File: src/verilog/itc_pkg.sv
// Package with constants, encodings and carrier types for the instruction timing classifier
//
// Contract
// - Latency counts cycles of dependent micro-op chain.
// - Latencies assume cache hit, no resource contention.
// - Triple latency picks by 16/32/64 operand size.
// - x87 triple latency picks by precision control.
// - Paired latency: register form, memory form parenthesised.
// - Wide LEA: two sources 1, scaled/more 2.
// - Pipe-zero forms schedule only into pipe 0.
// - Pipe-two forms schedule only into pipe 2.
// - No-operation retires using no execution resource.
// - BOUND reg32,mem64 is microcode, latency 6.
// - BTC/BTR/BTS register forms: fast double, latency 2.
// - Near CALL disp: fast double, 3, starred.
// - Decode classes ordered single, double, microcode.
// - Single star marks one-step generation move.
package itc_pkg;

    // ---------------------------------------------------------------
    // Request encodings
    // ---------------------------------------------------------------
    typedef enum logic [4:0] {
        ITC_OP_AAA = 5'h00,
        ITC_OP_AAD = 5'h01,
        ITC_OP_AAM = 5'h02,
        ITC_OP_AAS = 5'h03,
        ITC_OP_ADC = 5'h04,
        ITC_OP_ADD = 5'h05,
        ITC_OP_AND = 5'h06,
        ITC_OP_BOUND = 5'h07,
        ITC_OP_BSF = 5'h08,
        ITC_OP_BSR = 5'h09,
        ITC_OP_BSWAP = 5'h0A,
        ITC_OP_BT = 5'h0B,
        ITC_OP_BTC = 5'h0C,
        ITC_OP_BTR = 5'h0D,
        ITC_OP_BTS = 5'h0E,
        ITC_OP_CALL_DISP = 5'h0F,
        ITC_OP_CALL_REG = 5'h10,
        ITC_OP_CALL_MEM = 5'h11,
        ITC_OP_CBW = 5'h12,
        ITC_OP_CWD = 5'h13,
        ITC_OP_LEA = 5'h14,
        ITC_OP_NOP = 5'h15,
        ITC_OP_IMUL = 5'h16,
        ITC_OP_LZCNT = 5'h17,
        ITC_OP_X87_DIV = 5'h18
    } itc_op_t;

    // Operand source kind of the form
    typedef enum logic [1:0] {
        ITC_SRC_REG = 2'h0,   // Register source / destination
        ITC_SRC_IMM = 2'h1,   // Immediate source, register destination
        ITC_SRC_MEM_DST = 2'h2, // Memory destination
        ITC_SRC_MEM = 2'h3    // Memory source
    } itc_src_t;

    // Operand size selector (also x87 precision control)
    typedef enum logic [1:0] {
        ITC_SZ_16 = 2'h0,
        ITC_SZ_32 = 2'h1,
        ITC_SZ_64 = 2'h2,
        ITC_SZ_8 = 2'h3
    } itc_size_t;

    // Decode class, ordered simplest to most complex
    typedef enum logic [1:0] {
        ITC_DEC_NONE = 2'h0,
        ITC_DEC_FAST_SINGLE = 2'h1,
        ITC_DEC_FAST_DOUBLE = 2'h2,
        ITC_DEC_MICROCODE = 2'h3
    } itc_dec_t;

    // Scheduling restriction
    typedef enum logic [1:0] {
        ITC_PIPE_ANY = 2'h0,
        ITC_PIPE_0 = 2'h1,
        ITC_PIPE_2 = 2'h2,
        ITC_PIPE_NONE = 2'h3  // Occupies no execution pipe
    } itc_pipe_t;

    // ---------------------------------------------------------------
    // Carrier structs
    // ---------------------------------------------------------------
    typedef struct packed {
        itc_op_t op;
        itc_src_t src;
        itc_size_t size;     // Precision control for x87 forms
        logic scaled;        // LEA: scale present or more than two sources
    } itc_req_t;

    typedef struct packed {
        itc_dec_t dec;
        logic [7:0] lat;
        itc_pipe_t pipe;
        logic star;          // One-step easier than prior generation
        logic unsupported;
    } itc_rsp_t;

    // ---------------------------------------------------------------
    // Reset values and fixed latencies
    // ---------------------------------------------------------------
    localparam itc_rsp_t ITC_RSP_RST = '{ITC_DEC_NONE, 8'h00, ITC_PIPE_ANY, 1'b0, 1'b0};
    localparam logic [7:0] ITC_LAT_LEA_TWO = 8'h01;
    localparam logic [7:0] ITC_LAT_LEA_SCALED = 8'h02;
    localparam logic [7:0] ITC_LAT_BOUND = 8'h06;
    localparam logic [7:0] ITC_LAT_BIT_REG = 8'h02;
    localparam logic [7:0] ITC_LAT_CALL_NEAR = 8'h03;
    localparam logic [7:0] ITC_LAT_ANSWER = 8'h01; // Cycles from request to answer

endpackage

File: src/verilog/itc_classifier.sv
// Instruction timing classifier: decode class, static latency and pipe restriction lookup
`timescale 1ns/100ps

module itc_classifier
    import itc_pkg::*;
(
    // Clock and reset
    input wire logic core_clk,
    input wire logic rst_b,
    // Request from dispatch
    input wire logic req_valid,
    input wire itc_req_t req,
    // Answer to dispatch
    output logic rsp_valid_r,
    output itc_rsp_t rsp_r
);

    // ---------------------------------------------------------------
    // Lookup
    // ---------------------------------------------------------------

    itc_rsp_t look; // Combinational table answer
    logic rsp_valid_nxt;
    itc_rsp_t rsp_nxt;

    // Pick one of three values by size or precision
    function automatic logic [7:0] pick3(input itc_size_t s, input logic [7:0] a,
                                         input logic [7:0] b, input logic [7:0] c);
        logic [7:0] v;
        v = a;
        if (s == ITC_SZ_32) begin
            v = b;
        end else if (s == ITC_SZ_64) begin
            v = c;
        end
        return v;
    endfunction

    // Table: latency is the dependent micro-op chain length, ideal conditions
    always_comb begin
        look = '{ITC_DEC_NONE, 8'h00, ITC_PIPE_ANY, 1'b0, 1'b1}; // Unknown by default
        case (req.op)
            ITC_OP_AAA, ITC_OP_AAD, ITC_OP_AAS: begin
                look = '{ITC_DEC_MICROCODE, 8'h05, ITC_PIPE_ANY, 1'b0, 1'b0};
            end
            ITC_OP_AAM: begin
                look = '{ITC_DEC_MICROCODE, 8'h0E, ITC_PIPE_ANY, 1'b0, 1'b0};
            end
            ITC_OP_ADC, ITC_OP_ADD, ITC_OP_AND: begin
                // Register form 1, memory form 4
                look = '{ITC_DEC_FAST_SINGLE, (req.src[1] ? 8'h04 : 8'h01), ITC_PIPE_ANY, 1'b0, 1'b0};
            end
            ITC_OP_BOUND: begin
                // Only reg32, mem64 exists
                if (req.src == ITC_SRC_MEM && req.size == ITC_SZ_32) begin
                    look = '{ITC_DEC_MICROCODE, ITC_LAT_BOUND, ITC_PIPE_ANY, 1'b0, 1'b0};
                end
            end
            ITC_OP_BSF, ITC_OP_BSR: begin
                if (req.src == ITC_SRC_REG || req.src == ITC_SRC_MEM) begin
                    look = '{ITC_DEC_MICROCODE, (req.src[1] ? 8'h07 : 8'h04), ITC_PIPE_ANY, 1'b0, 1'b0};
                end
            end
            ITC_OP_BSWAP, ITC_OP_CBW, ITC_OP_CWD: begin
                if (req.src == ITC_SRC_REG) begin
                    look = '{ITC_DEC_FAST_SINGLE, 8'h01, ITC_PIPE_ANY, 1'b0, 1'b0};
                end
            end
            ITC_OP_BT: begin
                // Memory destination with register index goes to microcode
                if (!req.src[1]) begin
                    look = '{ITC_DEC_FAST_SINGLE, 8'h01, ITC_PIPE_ANY, 1'b0, 1'b0};
                end else if (req.src == ITC_SRC_MEM) begin
                    look = '{ITC_DEC_FAST_SINGLE, 8'h04, ITC_PIPE_ANY, 1'b0, 1'b0};
                end else begin
                    look = '{ITC_DEC_MICROCODE, 8'h07, ITC_PIPE_ANY, 1'b0, 1'b0};
                end
            end
            ITC_OP_BTC, ITC_OP_BTR, ITC_OP_BTS: begin
                if (!req.src[1]) begin
                    look = '{ITC_DEC_FAST_DOUBLE, ITC_LAT_BIT_REG, ITC_PIPE_ANY, 1'b0, 1'b0};
                end else if (req.src == ITC_SRC_MEM) begin
                    look = '{ITC_DEC_MICROCODE, 8'h05, ITC_PIPE_ANY, 1'b0, 1'b0}; // mem, imm
                end else begin
                    look = '{ITC_DEC_MICROCODE, 8'h08, ITC_PIPE_ANY, 1'b0, 1'b0}; // mem, reg
                end
            end
            ITC_OP_CALL_DISP, ITC_OP_CALL_REG: begin
                // Star: one step simpler than prior generation
                look = '{ITC_DEC_FAST_DOUBLE, ITC_LAT_CALL_NEAR, ITC_PIPE_ANY, 1'b1, 1'b0};
            end
            ITC_OP_CALL_MEM: begin
                look = '{ITC_DEC_MICROCODE, 8'h04, ITC_PIPE_ANY, 1'b0, 1'b0};
            end
            ITC_OP_LEA: begin
                if (req.size == ITC_SZ_16) begin
                    look = '{ITC_DEC_MICROCODE, 8'h03, ITC_PIPE_ANY, 1'b0, 1'b0};
                end else if (req.size != ITC_SZ_8) begin
                    look = '{ITC_DEC_FAST_SINGLE, (req.scaled ? ITC_LAT_LEA_SCALED : ITC_LAT_LEA_TWO),
                             ITC_PIPE_ANY, 1'b0, 1'b0};
                end
            end
            ITC_OP_NOP: begin
                look = '{ITC_DEC_FAST_SINGLE, 8'h00, ITC_PIPE_NONE, 1'b0, 1'b0};
            end
            ITC_OP_IMUL: begin
                // Two-operand register and memory-source forms, pipe 0 only 16/32/64 triple
                if (req.src == ITC_SRC_REG && req.size != ITC_SZ_8) begin
                    look = '{ITC_DEC_FAST_SINGLE, pick3(req.size, 8'h03, 8'h03, 8'h04),
                             ITC_PIPE_0, 1'b0, 1'b0};
                end else if (req.src == ITC_SRC_MEM && req.size != ITC_SZ_8) begin
                    look = '{ITC_DEC_FAST_SINGLE, pick3(req.size, 8'h06, 8'h06, 8'h07),
                             ITC_PIPE_0, 1'b0, 1'b0};
                end
            end
            ITC_OP_LZCNT: begin
                if (req.src == ITC_SRC_REG) begin
                    look = '{ITC_DEC_FAST_SINGLE, 8'h02, ITC_PIPE_2, 1'b0, 1'b0};
                end
            end
            ITC_OP_X87_DIV: begin
                // Precision control selects single/double/extended
                if (req.size != ITC_SZ_8) begin
                    look = '{ITC_DEC_FAST_SINGLE, pick3(req.size, 8'h1A, 8'h2A, 8'h4A),
                             ITC_PIPE_ANY, 1'b0, 1'b0};
                end
            end
            default: begin
                look = '{ITC_DEC_NONE, 8'h00, ITC_PIPE_ANY, 1'b0, 1'b1};
            end
        endcase
    end

    // ---------------------------------------------------------------
    // Answer register
    // ---------------------------------------------------------------

    // Next values; held between requests so dispatch may sample late
    always_comb begin
        rsp_valid_nxt = req_valid;
        rsp_nxt = rsp_r;
        if (req_valid) begin
            rsp_nxt = look;
        end
    end

    // Registers only
    always_ff @(posedge core_clk or negedge rst_b) begin
        if (!rst_b) begin
            rsp_valid_r <= 1'b0;
            rsp_r <= ITC_RSP_RST;
        end else begin
            rsp_valid_r <= rsp_valid_nxt;
            rsp_r <= rsp_nxt;
        end
    end

    // ---------------------------------------------------------------
    // Checks
    // ---------------------------------------------------------------

    // A supported answer always carries one of the three ranked classes
    a_class_order: assert property (@(posedge core_clk) disable iff (!rst_b)
        rsp_valid_r && !rsp_r.unsupported |-> rsp_r.dec != ITC_DEC_NONE)
        else $error("supported answer lacks a decode class");
    // A starred entry moved one step, so it can only sit in the middle class
    a_star_step: assert property (@(posedge core_clk) disable iff (!rst_b)
        rsp_valid_r && rsp_r.star |-> rsp_r.dec == ITC_DEC_FAST_DOUBLE)
        else $error("starred answer not in the middle class");
    a_lea_latency: assert property (@(posedge core_clk) disable iff (!rst_b)
        req_valid && req.op == ITC_OP_LEA && req.size inside {ITC_SZ_32, ITC_SZ_64} |=>
            rsp_r.lat == ($past(req.scaled) ? 8'h02 : 8'h01))
        else $error("wide LEA latency wrong");
    a_mul_pipe: assert property (@(posedge core_clk) disable iff (!rst_b)
        rsp_valid_r && !rsp_r.unsupported && $past(req.op) == ITC_OP_IMUL |-> rsp_r.pipe == ITC_PIPE_0)
        else $error("multiply not held to pipe 0");
    a_lzcnt_pipe: assert property (@(posedge core_clk) disable iff (!rst_b)
        req_valid && req.op == ITC_OP_LZCNT && req.src == ITC_SRC_REG |=> rsp_r.pipe == ITC_PIPE_2)
        else $error("leading-zero count not held to pipe 2");
    a_nop_free: assert property (@(posedge core_clk) disable iff (!rst_b)
        req_valid && req.op == ITC_OP_NOP |=> rsp_r.pipe == ITC_PIPE_NONE && rsp_r.lat == 8'h00)
        else $error("no-operation uses a resource");
    a_bound_form: assert property (@(posedge core_clk) disable iff (!rst_b)
        req_valid && req.op == ITC_OP_BOUND && req.src == ITC_SRC_MEM && req.size == ITC_SZ_32
            |=> rsp_r.dec == ITC_DEC_MICROCODE && rsp_r.lat == 8'h06)
        else $error("BOUND class or latency wrong");
    a_bit_reg: assert property (@(posedge core_clk) disable iff (!rst_b)
        req_valid && req.op inside {ITC_OP_BTC, ITC_OP_BTR, ITC_OP_BTS} && !req.src[1]
            |=> rsp_r.dec == ITC_DEC_FAST_DOUBLE && rsp_r.lat == 8'h02)
        else $error("bit modify register form wrong");
    a_call_near: assert property (@(posedge core_clk) disable iff (!rst_b)
        req_valid && req.op == ITC_OP_CALL_DISP
            |=> rsp_r.dec == ITC_DEC_FAST_DOUBLE && rsp_r.lat == 8'h03 && rsp_r.star)
        else $error("near CALL class wrong");
    a_size_pick: assert property (@(posedge core_clk) disable iff (!rst_b)
        req_valid && req.op == ITC_OP_IMUL && req.src == ITC_SRC_REG && req.size == ITC_SZ_64
            |=> rsp_r.lat == 8'h04)
        else $error("64-bit latency not chosen");
    a_unsupported: assert property (@(posedge core_clk) disable iff (!rst_b)
        rsp_valid_r && rsp_r.unsupported |-> rsp_r.dec == ITC_DEC_NONE && rsp_r.lat == 8'h00)
        else $error("unsupported answer carries a class");

endmodule

File: config.mk
export PLATFORM = sky130hd
export DESIGN_NAME = itc_classifier
export DESIGN_NICKNAME = d
export VERILOG_FILES = /design/src/verilog/itc_pkg.sv /design/src/verilog/itc_classifier.sv
export SDC_FILE = /design/constraint.sdc
export NUM_CORES = 1
export LEC_CHECK = 0
export ABC_CLOCK_PERIOD_IN_PS = 1500
export BUFFER_PORTS_ARGS = -buffer_cell sky130_fd_sc_hd__buf_2
export CORE_MARGIN = 3
export CORE_UTILIZATION = 45
export DETAILED_ROUTE_END_ITERATION = 16
export PLACE_DENSITY = 0.73
export SLEW_MARGIN = 10
export SYNTH_ARGS = -nofsm -noshare
export SYNTH_HDL_FRONTEND = slang
export SYNTH_SLANG_ARGS = --single-unit
File: constraint.sdc
create_clock -name core_clk -period 1.5 [get_ports core_clk]
set_input_delay 0.3 -clock core_clk [delete_from_list [all_inputs] [get_ports core_clk]]
set_output_delay 0.3 -clock core_clk [all_outputs]
set_load 0.1 [all_outputs]
==> impl_metrics.tcl <==
set metrics [dict create \
    hold_class "in2reg" \
    crit_top_cell "buf_4" \
    cts.sinks 14 \
    numPortBuffers 26 \
    internal_power_uw 720 \
    core.rowCount 19 \
    critPathLaunch "req[7]" \
    antenna_cells 0 \
    timing.rr.end "rsp_r[5]" \
    syn2layout_area_growth_pct 40.2 \
    cp.arrival_ns 1.67 \
    final-max-slew-violation-count 0 \
    pin_count 28 \
    synth_flop_cell "dfrtp_1" \
    grt_remaining_overflow 0 \
    power_frac_clock_pct 18.9 \
    syn_nets 184 \
    criticalPathCategory "in2reg" \
    ant_nets 0 \
    peakVddDrop_uv 365 \
    period_share_pct 97.6 \
    drv_cap 0 \
    grt_max_degree 16 \
    final_cell_mix "53 x buf_4, 26 x buf_2, 14 x inv_1" \
    clk_pin_slew_worst_paths_ns 0.10 \
    post-place-ws_ns -0.258 \
    power.total_uw 1290 \
    die_h_um 61.7 \
    synth-async-reset-ratio_pct 100 \
    seq_area_frac_synth_pct 25.1 \
    finalCriticalPeriod_ns 1.46 \
    grt_pass1_vias 1638 \
    comb_power_share_pct 49.0 \
    grt_pass1_wl_um 7670 \
    finalHoldViolations 0 \
    cts_max_path_buffers 2 \
    drc_errors 0 \
    dp.cells 262 \
    postSynthCellCount 167 \
    via_per_inst 6.27 \
    switching_power_uw 572 \
    fmax_ghz 0.683 \
    reg2reg_depth 4 \
    firstDrtPassIters 5 \
    ys_ff_latch 14 \
    crit_family "compound AO/OA/AOI/OAI gates" \
    synth_area_mm2 0.00139 \
    track_usage_pct 26.9 \
    skew_ns 0 \
    routed_wl_um 4760 \
    pwr-share-seq_pct 32.1 \
    die_x_um 61.7 \
    crit_fanout 15 \
    avgSynthCellArea_um2 8.35 \
    final_common_cell "buf_4" \
    place_area_mm2 0.00190 \
    numCtsBuffers 3 \
    htreeDepth 1 \
    num-nets-final 254 \
    swShare_pct 44.3 \
    max_stage_delay_ns 0.30 \
    synth_cell_types 61 \
    path_cells "buf_2 > buf_4 > buf_4 > nand3b_1 > o21ai_0 > a211oi_1 > a32oi_1" \
    cp_data_required_time_ns 1.70 \
    fin_area_mm2 0.00195 \
    num_vias 1675 \
    drt_iter0_drc 192 \
    cp_slowest_cell "buf_2" \
    gp_congestion 0.961 \
    wl_per_cell_um 17.8 \
    setup_viol 0 \
    fillers 228 \
    outcome "finished, final reports clean" \
    fin_ws_ns 0.0363 \
    dpl.hpwl_um 3650 \
    end_kind "register" \
    cp.buffers_inverters 3 \
    post_cts.repair.setup_buffers 0 \
    ys_warn_count 0 \
    seq_area_um2 352 \
    startpoint_type "input port" \
    start_util_pct 48.9 \
    instances_no_fill 267 \
    cts_tree "done" \
    leakage_uw 0.000894 \
    power_density_mw_per_mm2 661 \
    cp.depth 7 \
    ff2ff_setup_slack_ns 0.28 \
    root_buffer "clkbuf_4" \
    core_mm2 0.00285 \
    antenna_found_initial 0 \
    drive_gt1_share_pct 40.7 \
    insertion_delay_ns 0.29 \
    synth_edf_count 0 \
    critPathCapture "rsp_r[5]" \
    r2r-start "rsp_r[5]" \
    die_area_mm2 0.00380 \
    multi_input_area_um2 907 \
]
[state kept, by name, indices dropped and copies added, names as in the netlist]
signal       count
rsp_valid_r      1
rsp_r           13
[how the worst min path moves through the flow]
stage          startpoint     endpoint  cells after the start
2_1_floorplan       rst_b     rsp_r[0]                      0
3_3_place_gp        rst_b     rsp_r[2]                      1
3_5_place_dp        rst_b     rsp_r[2]                      1
4_1_cts         req_valid  rsp_valid_r                      1
5_1_grt         req_valid  rsp_valid_r                      1
6_report        req_valid  rsp_valid_r                      1
[cell families (layout without fill, tap and decap cells)]
kind of cell,Yosys count,count (layout),synth area share [%]
flops,14,14,25.1
buf+inv,31,100,11.2
xor+xnor,1,1,0.628
compound gates,49,49,27.9
simple gates,64,64,29.1
fa+ha+maj,5,5,4.31
mux,2,2,1.44
other cells,1,1,0.269
[synth_stat cells (all sizes together) (2+ instances only)]
| master | n | area [µm²] |
|---|---|---|
| o32ai | 4 | 35.0 |
| or3b | 4 | 35.0 |
| nor2b | 8 | 50.1 |
| buf | 14 | 92.6 |
| nor3 | 2 | 10.0 |
| nor4b | 2 | 17.5 |
| clkbuf | 3 | 11.3 |
| inv | 14 | 52.6 |
| a21oi | 6 | 33.8 |
| dfrtp | 14 | 350 |
| o311ai | 2 | 35.0 |
| nor4 | 4 | 31.3 |
| o32a | 2 | 20.0 |
| o21ai | 4 | 20.0 |
| nand4b | 3 | 26.3 |
| nor2 | 8 | 30.0 |
| a32oi | 3 | 26.3 |
| nand4 | 4 | 25.0 |
| mux2i | 2 | 20.0 |
| a2111oi | 3 | 32.5 |
| a31oi | 3 | 18.8 |
| o22ai | 6 | 37.5 |
| nand3b | 3 | 26.3 |
| ha | 4 | 50.1 |
| a211oi | 3 | 22.5 |
| nand2 | 9 | 38.8 |
| o41ai | 2 | 17.5 |
| nand2b | 8 | 50.1 |
[layout make-up]
| class | count | area share [%] |
|---|---|---|
| multi-input combinational | 122 | 46.4 |
| inverter | 14 | 2.69 |
| timing repair buffer | 82 | 29.6 |
| tap | 31 | 1.98 |
| sequential | 14 | 18.0 |
| clock buffer | 4 | 1.34 |
[layer usage]
layer  global-route usage (%)  wire [µm]  vias to the layer above
met4                     13.3        173                        0
li1                         -          -                      768
met2                     43.2       2250                      102
met3                     3.77        400                       25
met1                     35.0       1930                      780
met5                        0          0                        -
[through the flow]
stage	utilization, %	setup TNS [ns]	hold WS (ns)
2_1_floorplan	-	0	0.00441
3_3_place_gp	66.5	-0.830	0.212
3_5_place_dp	66.5	-1.09	0.218
4_1_cts	67.8	0	0.206
5_1_grt	68.5	-0.0901	0.200
6_report	68.5	0	0.207
[what timing repair did]
item                       4_1_cts  5_1_grt
setup endpoints to repair        0        2
gates resized for setup          0        4
hold endpoints to repair        14        0
hold buffers                     1        0
[power groups by stage]
stage | logic (µW) | registers [µW] | clock network, µW
CTS | 620 | 415 | 242
finish | 633 | 415 | 244
global placement | 605 | 421 | 0
global route | 668 | 418 | 264
floorplan | 221 | 605 | 0
detailed placement | 616 | 422 | 0
[worst reg2reg max path, stage by stage, from the launching register on]
cell and delay (ns):
dfrtp_1 0.39, nand2b_1 0.10, o21ai_0 0.14, a211oi_1 0.31, a32oi_1 0.15
(Power assumes the default switching activity.)
